===== src/hdl/sabi_pkg.sv =====
// Package for the converter control block: timing constants, states and carrier structs
package sabi_pkg;
   // ********************************************************************
   // Clock and timing
   // ********************************************************************
   localparam int CLK_PERIOD_NS = 10;
   localparam int RESET_DELAY_NS = 1000;
   localparam int RESET_DELAY_CYC = (RESET_DELAY_NS + CLK_PERIOD_NS - 1) / CLK_PERIOD_NS;
   localparam int LSB_EXTRA_NS = 200;
   localparam int LSB_EXTRA_CYC = (LSB_EXTRA_NS + CLK_PERIOD_NS - 1) / CLK_PERIOD_NS;
   localparam int BIT_TIME_NS = 2000;
   localparam int BIT_TIME_CYC = BIT_TIME_NS / CLK_PERIOD_NS;
   localparam int SETTLE_NS = 500;
   localparam int SETTLE_CYC = (SETTLE_NS + CLK_PERIOD_NS - 1) / CLK_PERIOD_NS;
   localparam int DONE_MAX_NS = 1500;
   localparam int DONE_MAX_CYC = DONE_MAX_NS / CLK_PERIOD_NS;
   localparam int RES_W = 10;
   localparam int CNT_W = 8;
   localparam logic [CNT_W-1:0] CNT_RESET = 8'h00;
   localparam logic [RES_W-1:0] RES_RESET = 10'h000;
   localparam logic [3:0] BIT_TOP = 4'h9;

   // ********************************************************************
   // States and carriers
   // ********************************************************************
   typedef enum logic [1:0] {
      SABI_IDLE = 2'b00,
      SABI_CLEAR = 2'b01,
      SABI_WAIT = 2'b10,
      SABI_CONV = 2'b11
   } sabi_state_e;

   typedef struct packed {
      logic [7:0] upper;
      logic [1:0] lower;
   } sabi_data_s;

   typedef struct packed {
      logic upper_oe;
      logic lower_oe;
   } sabi_oe_s;
endpackage


===== src/hdl/sabi_core.sv =====
// Successive-approximation control, done flag and byte-gated result drivers
`timescale 1ns/1ns
`default_nettype none

// ***********************************************************************
// Summary of operation
// ***********************************************************************
module sabi_core #(
   parameter int BIT_CYC = sabi_pkg::BIT_TIME_CYC
) (
   // Clock and reset
   input wire logic mclk,
   input wire logic rst,
   // Conversion control
   input wire logic convert,
   input wire logic comp_keep,
   output logic conversion_done_n,
   output logic [sabi_pkg::RES_W-1:0] trial_code,
   // Byte enables
   input wire logic high_byte_oe_n,
   input wire logic low_byte_oe_n,
   // Data pins, three signals each
   output sabi_pkg::sabi_data_s result_out,
   output sabi_pkg::sabi_oe_s result_oe,
   input wire sabi_pkg::sabi_data_s result_in
);
   // ********************************************************************
   // State
   // ********************************************************************
   sabi_pkg::sabi_state_e state_q, state_d;
   logic [sabi_pkg::CNT_W-1:0] cnt_q, cnt_d;
   logic [3:0] bit_q, bit_d;
   logic [sabi_pkg::RES_W-1:0] sar_q, sar_d;
   logic done_n_q, done_n_d;
   logic conv_q, conv_d;
   logic lsb_q, lsb_d;
   logic [sabi_pkg::CNT_W-1:0] settle_q, settle_d;
   sabi_pkg::sabi_data_s out_q, out_d;
   logic conv_prev_q;
   logic rise, fall;
   logic [sabi_pkg::CNT_W-1:0] clear_age_q, clear_age_d;

   // Bit mask helper for a position
   function automatic logic [sabi_pkg::RES_W-1:0] bit_mask(input logic [3:0] idx);
      bit_mask = sabi_pkg::RES_W'(1) << idx;
   endfunction

   // Edge detect; input taken as synchronous
   assign rise = convert && !conv_prev_q;
   assign fall = !convert && conv_prev_q;

   // ********************************************************************
   // Sequencer
   // ********************************************************************
   // Next-state for clear, wait-for-fall and bit trials
   always_comb begin
      state_d = state_q;
      cnt_d = cnt_q;
      bit_d = bit_q;
      sar_d = sar_q;
      done_n_d = done_n_q;
      lsb_d = lsb_q;
      if (rise) begin
         // Clearing restarts on any rise, even mid conversion
         state_d = sabi_pkg::SABI_CLEAR;
         // Longer clear when old LSB set
         cnt_d = sabi_pkg::CNT_W'(sabi_pkg::RESET_DELAY_CYC - 1);
         if (sar_q[0]) begin
            cnt_d = sabi_pkg::CNT_W'(sabi_pkg::RESET_DELAY_CYC + sabi_pkg::LSB_EXTRA_CYC - 1);
         end
         lsb_d = sar_q[0];
      end else begin
         case (state_q)
            sabi_pkg::SABI_IDLE: begin
               state_d = sabi_pkg::SABI_IDLE;
            end
            sabi_pkg::SABI_CLEAR: begin
               if (cnt_q == sabi_pkg::CNT_RESET) begin
                  sar_d = sabi_pkg::RES_RESET;
                  done_n_d = 1'b1;
                  state_d = convert ? sabi_pkg::SABI_WAIT : sabi_pkg::SABI_CONV;
                  bit_d = sabi_pkg::BIT_TOP;
                  cnt_d = sabi_pkg::CNT_W'(BIT_CYC - 1);
                  sar_d = convert ? sabi_pkg::RES_RESET : bit_mask(sabi_pkg::BIT_TOP);
               end else begin
                  cnt_d = cnt_q - 1'b1;
               end
            end
            sabi_pkg::SABI_WAIT: begin
               if (fall) begin
                  // Conversion starts at falling edge
                  state_d = sabi_pkg::SABI_CONV;
                  sar_d = bit_mask(sabi_pkg::BIT_TOP);
               end
            end
            sabi_pkg::SABI_CONV: begin
               if (cnt_q == sabi_pkg::CNT_RESET) begin
                  // Keep or drop trial bit, then try the next one down
                  if (!comp_keep) begin
                     sar_d = sar_q & ~bit_mask(bit_q);
                  end
                  cnt_d = sabi_pkg::CNT_W'(BIT_CYC - 1);
                  if (bit_q == 4'h0) begin
                     state_d = sabi_pkg::SABI_IDLE;
                     done_n_d = 1'b0;
                  end else begin
                     bit_d = bit_q - 1'b1;
                     sar_d = (comp_keep ? sar_q : sar_q & ~bit_mask(bit_q))
                        | bit_mask(bit_q - 1'b1);
                  end
               end else begin
                  cnt_d = cnt_q - 1'b1;
               end
            end
            default: begin
               state_d = sabi_pkg::SABI_IDLE;
            end
         endcase
      end
   end

   // Sequencer registers
   always_ff @(posedge mclk) begin
      if (rst) begin
         state_q <= sabi_pkg::SABI_IDLE;
         cnt_q <= sabi_pkg::CNT_RESET;
         bit_q <= sabi_pkg::BIT_TOP;
         sar_q <= sabi_pkg::RES_RESET;
         done_n_q <= 1'b0;
         lsb_q <= 1'b0;
         conv_prev_q <= 1'b0;
      end else begin
         state_q <= state_d;
         cnt_q <= cnt_d;
         bit_q <= bit_d;
         sar_q <= sar_d;
         done_n_q <= done_n_d;
         lsb_q <= lsb_d;
         conv_prev_q <= convert;
      end
   end

   // ********************************************************************
   // Output drivers
   // ********************************************************************
   // Settle counter: final bits reach pins a while after done falls
   always_comb begin
      conv_d = (state_d == sabi_pkg::SABI_CONV) || (state_d == sabi_pkg::SABI_WAIT)
         || (state_d == sabi_pkg::SABI_CLEAR);
      settle_d = settle_q;
      if (conv_d) begin
         settle_d = sabi_pkg::CNT_W'(sabi_pkg::SETTLE_CYC);
      end else if (settle_q != sabi_pkg::CNT_RESET) begin
         settle_d = settle_q - 1'b1;
      end
      // Fixed left-justified placement; partial value shows mid conversion
      out_d = out_q;
      if (conv_d || settle_q == sabi_pkg::CNT_RESET) begin
         out_d.upper = sar_d[9:2];
         out_d.lower = sar_d[1:0];
      end
   end

   // Output registers
   always_ff @(posedge mclk) begin
      if (rst) begin
         conv_q <= 1'b0;
         settle_q <= sabi_pkg::CNT_RESET;
         out_q <= '0;
      end else begin
         conv_q <= conv_d;
         settle_q <= settle_d;
         out_q <= out_d;
      end
   end

   // Enables drive pins directly, even mid conversion
   assign result_oe.upper_oe = !high_byte_oe_n;
   assign result_oe.lower_oe = !low_byte_oe_n;
   assign result_out = out_q;
   assign conversion_done_n = done_n_q;
   assign trial_code = sar_q;

   // ********************************************************************
   // Check helpers
   // ********************************************************************
   // Age of the clear phase; saturates so a stuck clear cannot wrap back
   always_comb begin
      clear_age_d = sabi_pkg::CNT_RESET;
      if (state_d == sabi_pkg::SABI_CLEAR) begin
         if (rise) begin
            clear_age_d = sabi_pkg::CNT_W'(1);
         end else if (clear_age_q != {sabi_pkg::CNT_W{1'b1}}) begin
            clear_age_d = clear_age_q + 1'b1;
         end else begin
            clear_age_d = clear_age_q;
         end
      end
   end

   // Clear age register
   always_ff @(posedge mclk) begin
      if (rst) begin
         clear_age_q <= sabi_pkg::CNT_RESET;
      end else begin
         clear_age_q <= clear_age_d;
      end
   end
endmodule // sabi_core

`default_nettype wire


===== config.mk =====
export PLATFORM = sky130hd
export DESIGN_NAME = sabi_core
export DESIGN_NICKNAME = d
export VERILOG_FILES = /design/src/hdl/sabi_pkg.sv /design/src/hdl/sabi_core.sv
export SDC_FILE = /design/constraint.sdc
export NUM_CORES = 1
export LEC_CHECK = 0
export BUFFER_PORTS_ARGS = -buffer_cell sky130_fd_sc_hd__clkbuf_2
export CORE_UTILIZATION = 35
export DETAILED_ROUTE_END_ITERATION = 8
export GPL_ROUTABILITY_DRIVEN = 1
export PLACE_DENSITY_LB_ADDON = 0.15
export SLEW_MARGIN = 20
export SYNTH_ARGS = -nofsm -noshare
export SYNTH_HDL_FRONTEND = slang
export SYNTH_SLANG_ARGS = --single-unit

===== constraint.sdc =====
create_clock -name mclk -period 3.6 [get_ports mclk]
set_input_delay 0.54 -clock mclk [delete_from_list [all_inputs] [get_ports mclk]]
set_output_delay 0.54 -clock mclk [all_outputs]
set_load 0.02 [all_outputs]

# ---- After elaboration in Yosys (flattened, before gate mapping)
# Cells that the tools add are included.
dict set report classes {
  addsub 3
  n_mul 0
  div 0
  order_cmp 0
  eq_ne 10
  shifts 2
  mux 29
  bitwise 4
  reduce_logical 21
}
# operator n
set ops {}
lappend ops {{two-way mux 10 bit} 7}
lappend ops {{one-hot mux 10 bit (3 select lines)} 1}
lappend ops {{two-way mux 8 bit} 3}
lappend ops {{left shift 1 x 4 -> 10 bit (first input constant)} 2}
lappend ops {{logical NOT 8 bit} 2}
lappend ops {{subtractor 8 x 1 -> 8 bit (second input constant)} 2}
lappend ops {{two-way mux 4 bit} 3}
lappend ops {{two-way mux 6 bit} 2}
lappend ops {{AND 10 bit} 1}
lappend ops {{two-way mux 2 bit} 5}
lappend ops {{inverter 10 bit} 1}
lappend ops {{bitwise OR 10 bit} 1}
lappend ops {{AND reduction 5 bit} 2}
lappend ops {{equality test 2 bit (second input constant)} 4}
lappend ops {{inequality test 2 bit (second input constant)} 4}
lappend ops {{one-hot mux 2 bit (4 select lines)} 1}
lappend ops {{one-hot mux 4 bit (2 select lines)} 1}
lappend ops {{nonzero test 8 bit} 1}
lappend ops {{nonzero test 2 bit} 3}
lappend ops {{two-way mux 5 bit} 1}
lappend ops {{equality test 2 x 1 -> 1 bit (second input constant)} 2}
lappend ops {{logical NOT 1 bit} 4}
lappend ops {{logical NOT 4 bit} 1}
lappend ops {{two-way mux 1 bit} 4}
lappend ops {{7 further kinds} 11}
dict set report totals {
  register_bits 44
  latch_bits 0
  ram_bits 0
  mem_bits_ro 0
  inputBits 16
  output_inout_bits 23
  elab_cells 79
  mem_count 0
}

# ---- Longest topological paths before layout
dict set report depth {
  word_depth 9
  depth_mapped 9
  depth_no_buf 7
}

# ---- Worst setup path before layout
# No wires, ideal clock.
dict set report synth_timing {
  kind {register -> register}
  start {register cnt_q[0] (netlist bit)}
  end {register out_q, in the netlist result_out[1]}
  setup_time_ns 0.143
  arrival_time_ns 1.961
  required_time_ns 3.457
  slack_ns 1.496
  path_stages_with_launch 10
  path_buffers 2
  period_less_slack_ns 2.104
  path_cell_list {dfxtp_1 > inv_1 > ha_1 > or3b_1 > clkbuf_1 > nor4_4 > o211ai_2 > buf_6 > nor2_1 > a211oi_2}
}
dict set report synth_via {
  elab_chain_cells 8
  word_cells_on_any_way 15
  classes_between {eq/ne (3); mux (8); reduce/logical (4)}
}
# element line_no
set synth_lines {}
lappend synth_lines {{start: declaration} sabi_core.sv:31} ;# logic [sabi_pkg::CNT_W-1:0] cnt_q, cnt_d;
lappend synth_lines {{start signal: assignment} sabi_core.sv:126} ;# cnt_q <= sabi_pkg::CNT_RESET;
lappend synth_lines {{start signal: assignment} sabi_core.sv:134} ;# cnt_q <= cnt_d;
lappend synth_lines {{logical NOT 8 bit *} {sabi_core.sv:78, sabi_core.sv:97}}
lappend synth_lines {{two-way mux 2 bit (on tied branches)} {sabi_core.sv:97, sabi_core.sv:78}}
lappend synth_lines {{one-hot mux 2 bit (4 select lines)} sabi_core.sv:73} ;# case (state_q)
lappend synth_lines {{two-way mux 2 bit} sabi_core.sv:63} ;# if (rise) begin
lappend synth_lines {{equality test 2 bit} sabi_core.sv:148} ;# conv_d = (state_d == sabi_pkg::SABI_CONV) || (state_d == sabi_pkg::SABI_WAIT)
lappend synth_lines {{logical OR 1 bit} sabi_core.sv:148}
lappend synth_lines {{logical OR 1 bit} sabi_core.sv:149} ;# || (state_d == sabi_pkg::SABI_CLEAR);
lappend synth_lines {{logical OR 1 bit} sabi_core.sv:158} ;# if (conv_d || settle_q == sabi_pkg::CNT_RESET) begin
lappend synth_lines {{end signal: assignment} sabi_core.sv:173} ;# out_q <= out_d;
lappend synth_lines {{end: declaration} sabi_core.sv:38} ;# sabi_pkg::sabi_data_s out_q, out_d;
# Every way passes the cells marked *; elsewhere a longest branch is shown, timed or not.
# A chain may end at the register's enable or synchronous reset.

# ---- Worst setup path in the final report
dict set report layout_timing {
  start {register bit_q[0]}
  end {register out_q, in the netlist result_out[8]}
}
dict set report layout_via {
  elab_chain_cells 9
  word_cells_on_any_way 22
  classes_between {add/sub (1); eq/ne (3); shift (2); mux (9); bitwise (3); reduce/logical (4)}
}
# element line_no
set layout_lines {}
lappend layout_lines {{start: declaration} sabi_core.sv:32} ;# logic [3:0] bit_q, bit_d;
lappend layout_lines {{start signal: assignment} sabi_core.sv:127} ;# bit_q <= sabi_pkg::BIT_TOP;
lappend layout_lines {{start signal: assignment} sabi_core.sv:135} ;# bit_q <= bit_d;
lappend layout_lines {{parallel branches: the longest is 9 deep, another holds subtractor 4 x 1 -> 4 bit} -}
# Several ways; the timed one is not identified.

==> impl_metrics.env <==
export IMPL_drtIter0Drc=167
export IMPL_period_share_pct=69.3
export IMPL_period_minus_slack_ps=2500
export IMPL_drv_slew=0
export IMPL_first_pass_iters=6
export IMPL_root_buffer="clkbuf_8"
export IMPL_ys_types=52
export IMPL_peakVddDrop_mv=0.208
export IMPL_wl_per_cell_um=15.1
export IMPL_yosys_top_cells_area="dfxtp_1, a21oi_1, nor2_1, ha_1, a311oi_2"
export IMPL_vias=2077
export IMPL_ys_flop_type="dfxtp_1"
export IMPL_grt_max_degree=35
export IMPL_yosysTopAreaCell="dfxtp_1"
export IMPL_power_leakage_uw=0.000988
export IMPL_postCtsSetupRepairBufs=0
export IMPL_die_area_um2=7130
export IMPL_drive_above_1_share_pct=20.3
export IMPL_cts_resized=0
export IMPL_drc_errors=2
export IMPL_synth_cell_area_um2=2380
export IMPL_worstPathRequired_ps=3800
export IMPL_clockBufferDepth=2
export IMPL_area_growth_pct=11.6
export IMPL_fin_skew_ps=11.1
export IMPL_grt_util_all_layers_pct=16.6
export IMPL_io_buffer_count=28
export IMPL_synthCells=274
export IMPL_yosysWarnings=0
export IMPL_initial_core_util_pct=36.8
export IMPL_setup_worst_path_end_class="flip-flop"
export IMPL_rows=29
export IMPL_grt_pass1_vias=1922
export IMPL_antenna_found_initial=0
export IMPL_nets=319
export IMPL_hold_violations=0
export IMPL_hp_class="flip-flop to flip-flop"
export IMPL_synth_top_area_share_pct=37.0
export IMPL_async_flop_share_pct=0
export IMPL_synth_cells_most_frequent="dfxtp_1, nor2_1, a21oi_1"
export IMPL_slew_headroom_pct=35.2
export IMPL_numCtsBuffers=5
export IMPL_io_pin_count=39
export IMPL_yosysMostFrequentCell="dfxtp_1"
export IMPL_power_density_nw_per_um2=449
export IMPL_timing_hold_ws_ps=483
export IMPL_design_core_area_um2=6460
export IMPL_clk_pin_slew_ps=90
export IMPL_clk_latency_ps=300
export IMPL_die_h_um=84.5
export IMPL_critical_path_startpoint_type="flip-flop"
export IMPL_hpwl_mm=4.05
export IMPL_path_class="flip-flop to flip-flop"
export IMPL_drt_wl_total_mm=5.64
export IMPL_htreeDepth=2
export IMPL_cts_sinks=44
export IMPL_violations="DRC"
export IMPL_gp_congestion=0.845
export IMPL_synth_edf_count=0
export IMPL_cts_hold_buf=0
export IMPL_setup_tns_ps=0
export IMPL_synth_seq_cells=44
export IMPL_yosysSeqAreaShare_pct=37.0
export IMPL_diodes=0
export IMPL_vias_per_cell=5.57
export IMPL_crit_fanout=19
export IMPL_grt_ovfl_total=0
export IMPL_syn_nets=298
export IMPL_total_power_uw=1190
export IMPL_setup_viol=0
export IMPL_grt_pass1_wl_mm=9.47
export IMPL_syn_avg_cell_area_um2=8.69
export IMPL_tritoncts="built"
export IMPL_cap_violations=0
export IMPL_rsz0062_at_grt="false"
export IMPL_status="finished, violations left"
export IMPL_dieWidth_um=84.5
export IMPL_worst_ep_arrival_time_ps=2700
export IMPL_drtAntennaViolNets=0
export IMPL_fmax_ghz=0.401
export IMPL_worst_pin_slew_ps=969
-- power by group --
group	switching [uW]	total (uW)	leakage, uW	internal (uW)
combinational	160	257	0.000573	97.4
clock	179	385	0.0000541	206
sequential	30.3	551	0.000360	521
total	370	1190	0.000988	824
-- sequential cells by signal, indices dropped and copies added (netlist names) --
signal / count
result_out: 10
trial_code: 10
cnt_q: 8
settle_q: 8
bit_q: 4
state_q: 2
conv_prev_q: 1
conversion_done_n: 1
-- per-layer routing --
| layer | GRT usage (%) | part of all wire [%] | up-vias |
|---|---|---|---|
| met4 | 4.31 | 0.94 | 0 |
| met1 | 22.1 | 50 | 979 |
| met3 | 3.24 | 3.4 | 7 |
| met5 | 0 | 0 | - |
| met2 | 27.6 | 46 | 39 |
| li1 | - | - | 1052 |
-- kinds of logic (layout without fill, tap and decap cells) --
kind of cell / after synthesis / count (layout) / share of synthesized area (%)
AO/OA/AOI/OAI: 74 / 74 / 22.5
XOR/XNOR: 11 / 11 / 4.05
adder cells (fa/ha/maj): 9 / 9 / 4.63
buffers and inverters: 27 / 49 / 5.20
flip-flops: 44 / 44 / 37.0
AND/OR/NAND/NOR: 109 / 109 / 26.7
-- metrics by stage --
step / utilization [%] / setup WS (ps) / instance area, um^2 / std cells
finish: 41.1 / 1100 / 2660 / 373
global route: 41.1 / 841 / 2660 / 373
global placement: 39.4 / 1090 / 2540 / 365
CTS: 41.1 / 1080 / 2660 / 373
floorplan: - / 1500 / 2380 / 274
detailed placement: 39.4 / 1090 / 2540 / 365
-- worst max-delay path: stages (launching register included) --
cell,delay [ps]
dfxtp_1,430
inv_1,120
ha_1,320
or3b_1,310
nor4_4,60
o211ai_2,770
nor2_1,120
a311oi_2,270
-- path summary, 6_finish.rpt --
kind	start	to	slack (ps)	cells after the start
min reg2reg	settle_q[7]	settle_q[7]	480	2
max reg2reg	bit_q[0]	result_out[8]	1100	7
max	bit_q[0]	result_out[8]	1100	7
min	settle_q[7]	settle_q[7]	480	2
-- placed cells by master (no fill, tap or decap), types with 2 or more instances in the layout --
master    count
dfxtp_1      44
nor2_1       28
clkbuf_2     28
a21oi_1      23
nand2_1      20
inv_1        12
a31oi_1      10
nor3_1        9
nand3_1       8
ha_1          8
o21ai_1       7
o21ai_0       7
nand4_1       7
xor2_1        6
a311oi_2      6
nor2b_1       5
xnor2_1       5
clkbuf_8      5
a311oi_1      4
nor3b_1       3
and3_1        3
a211oi_2      3
or3_1         3
or4_4         2
or3b_1        2
nor4_4        2
nor4_1        2
nor2_4        2
and2_1        2
nor4bb_1      2
nor3_2        2
a31o_2        2
o211ai_1      2
-- area by class of cell --
type | instances | area [um^2]
clock inverter | 3 | 42.5
multi-input combinational | 203 | 1380
clock buffer | 5 | 68.8
timing repair buffer | 29 | 148
fill | 680 | 3800
sequential | 44 | 881
inverter | 12 | 45.0
tap | 77 | 96.3
Note: power is estimated with default switching activity, not from simulation.
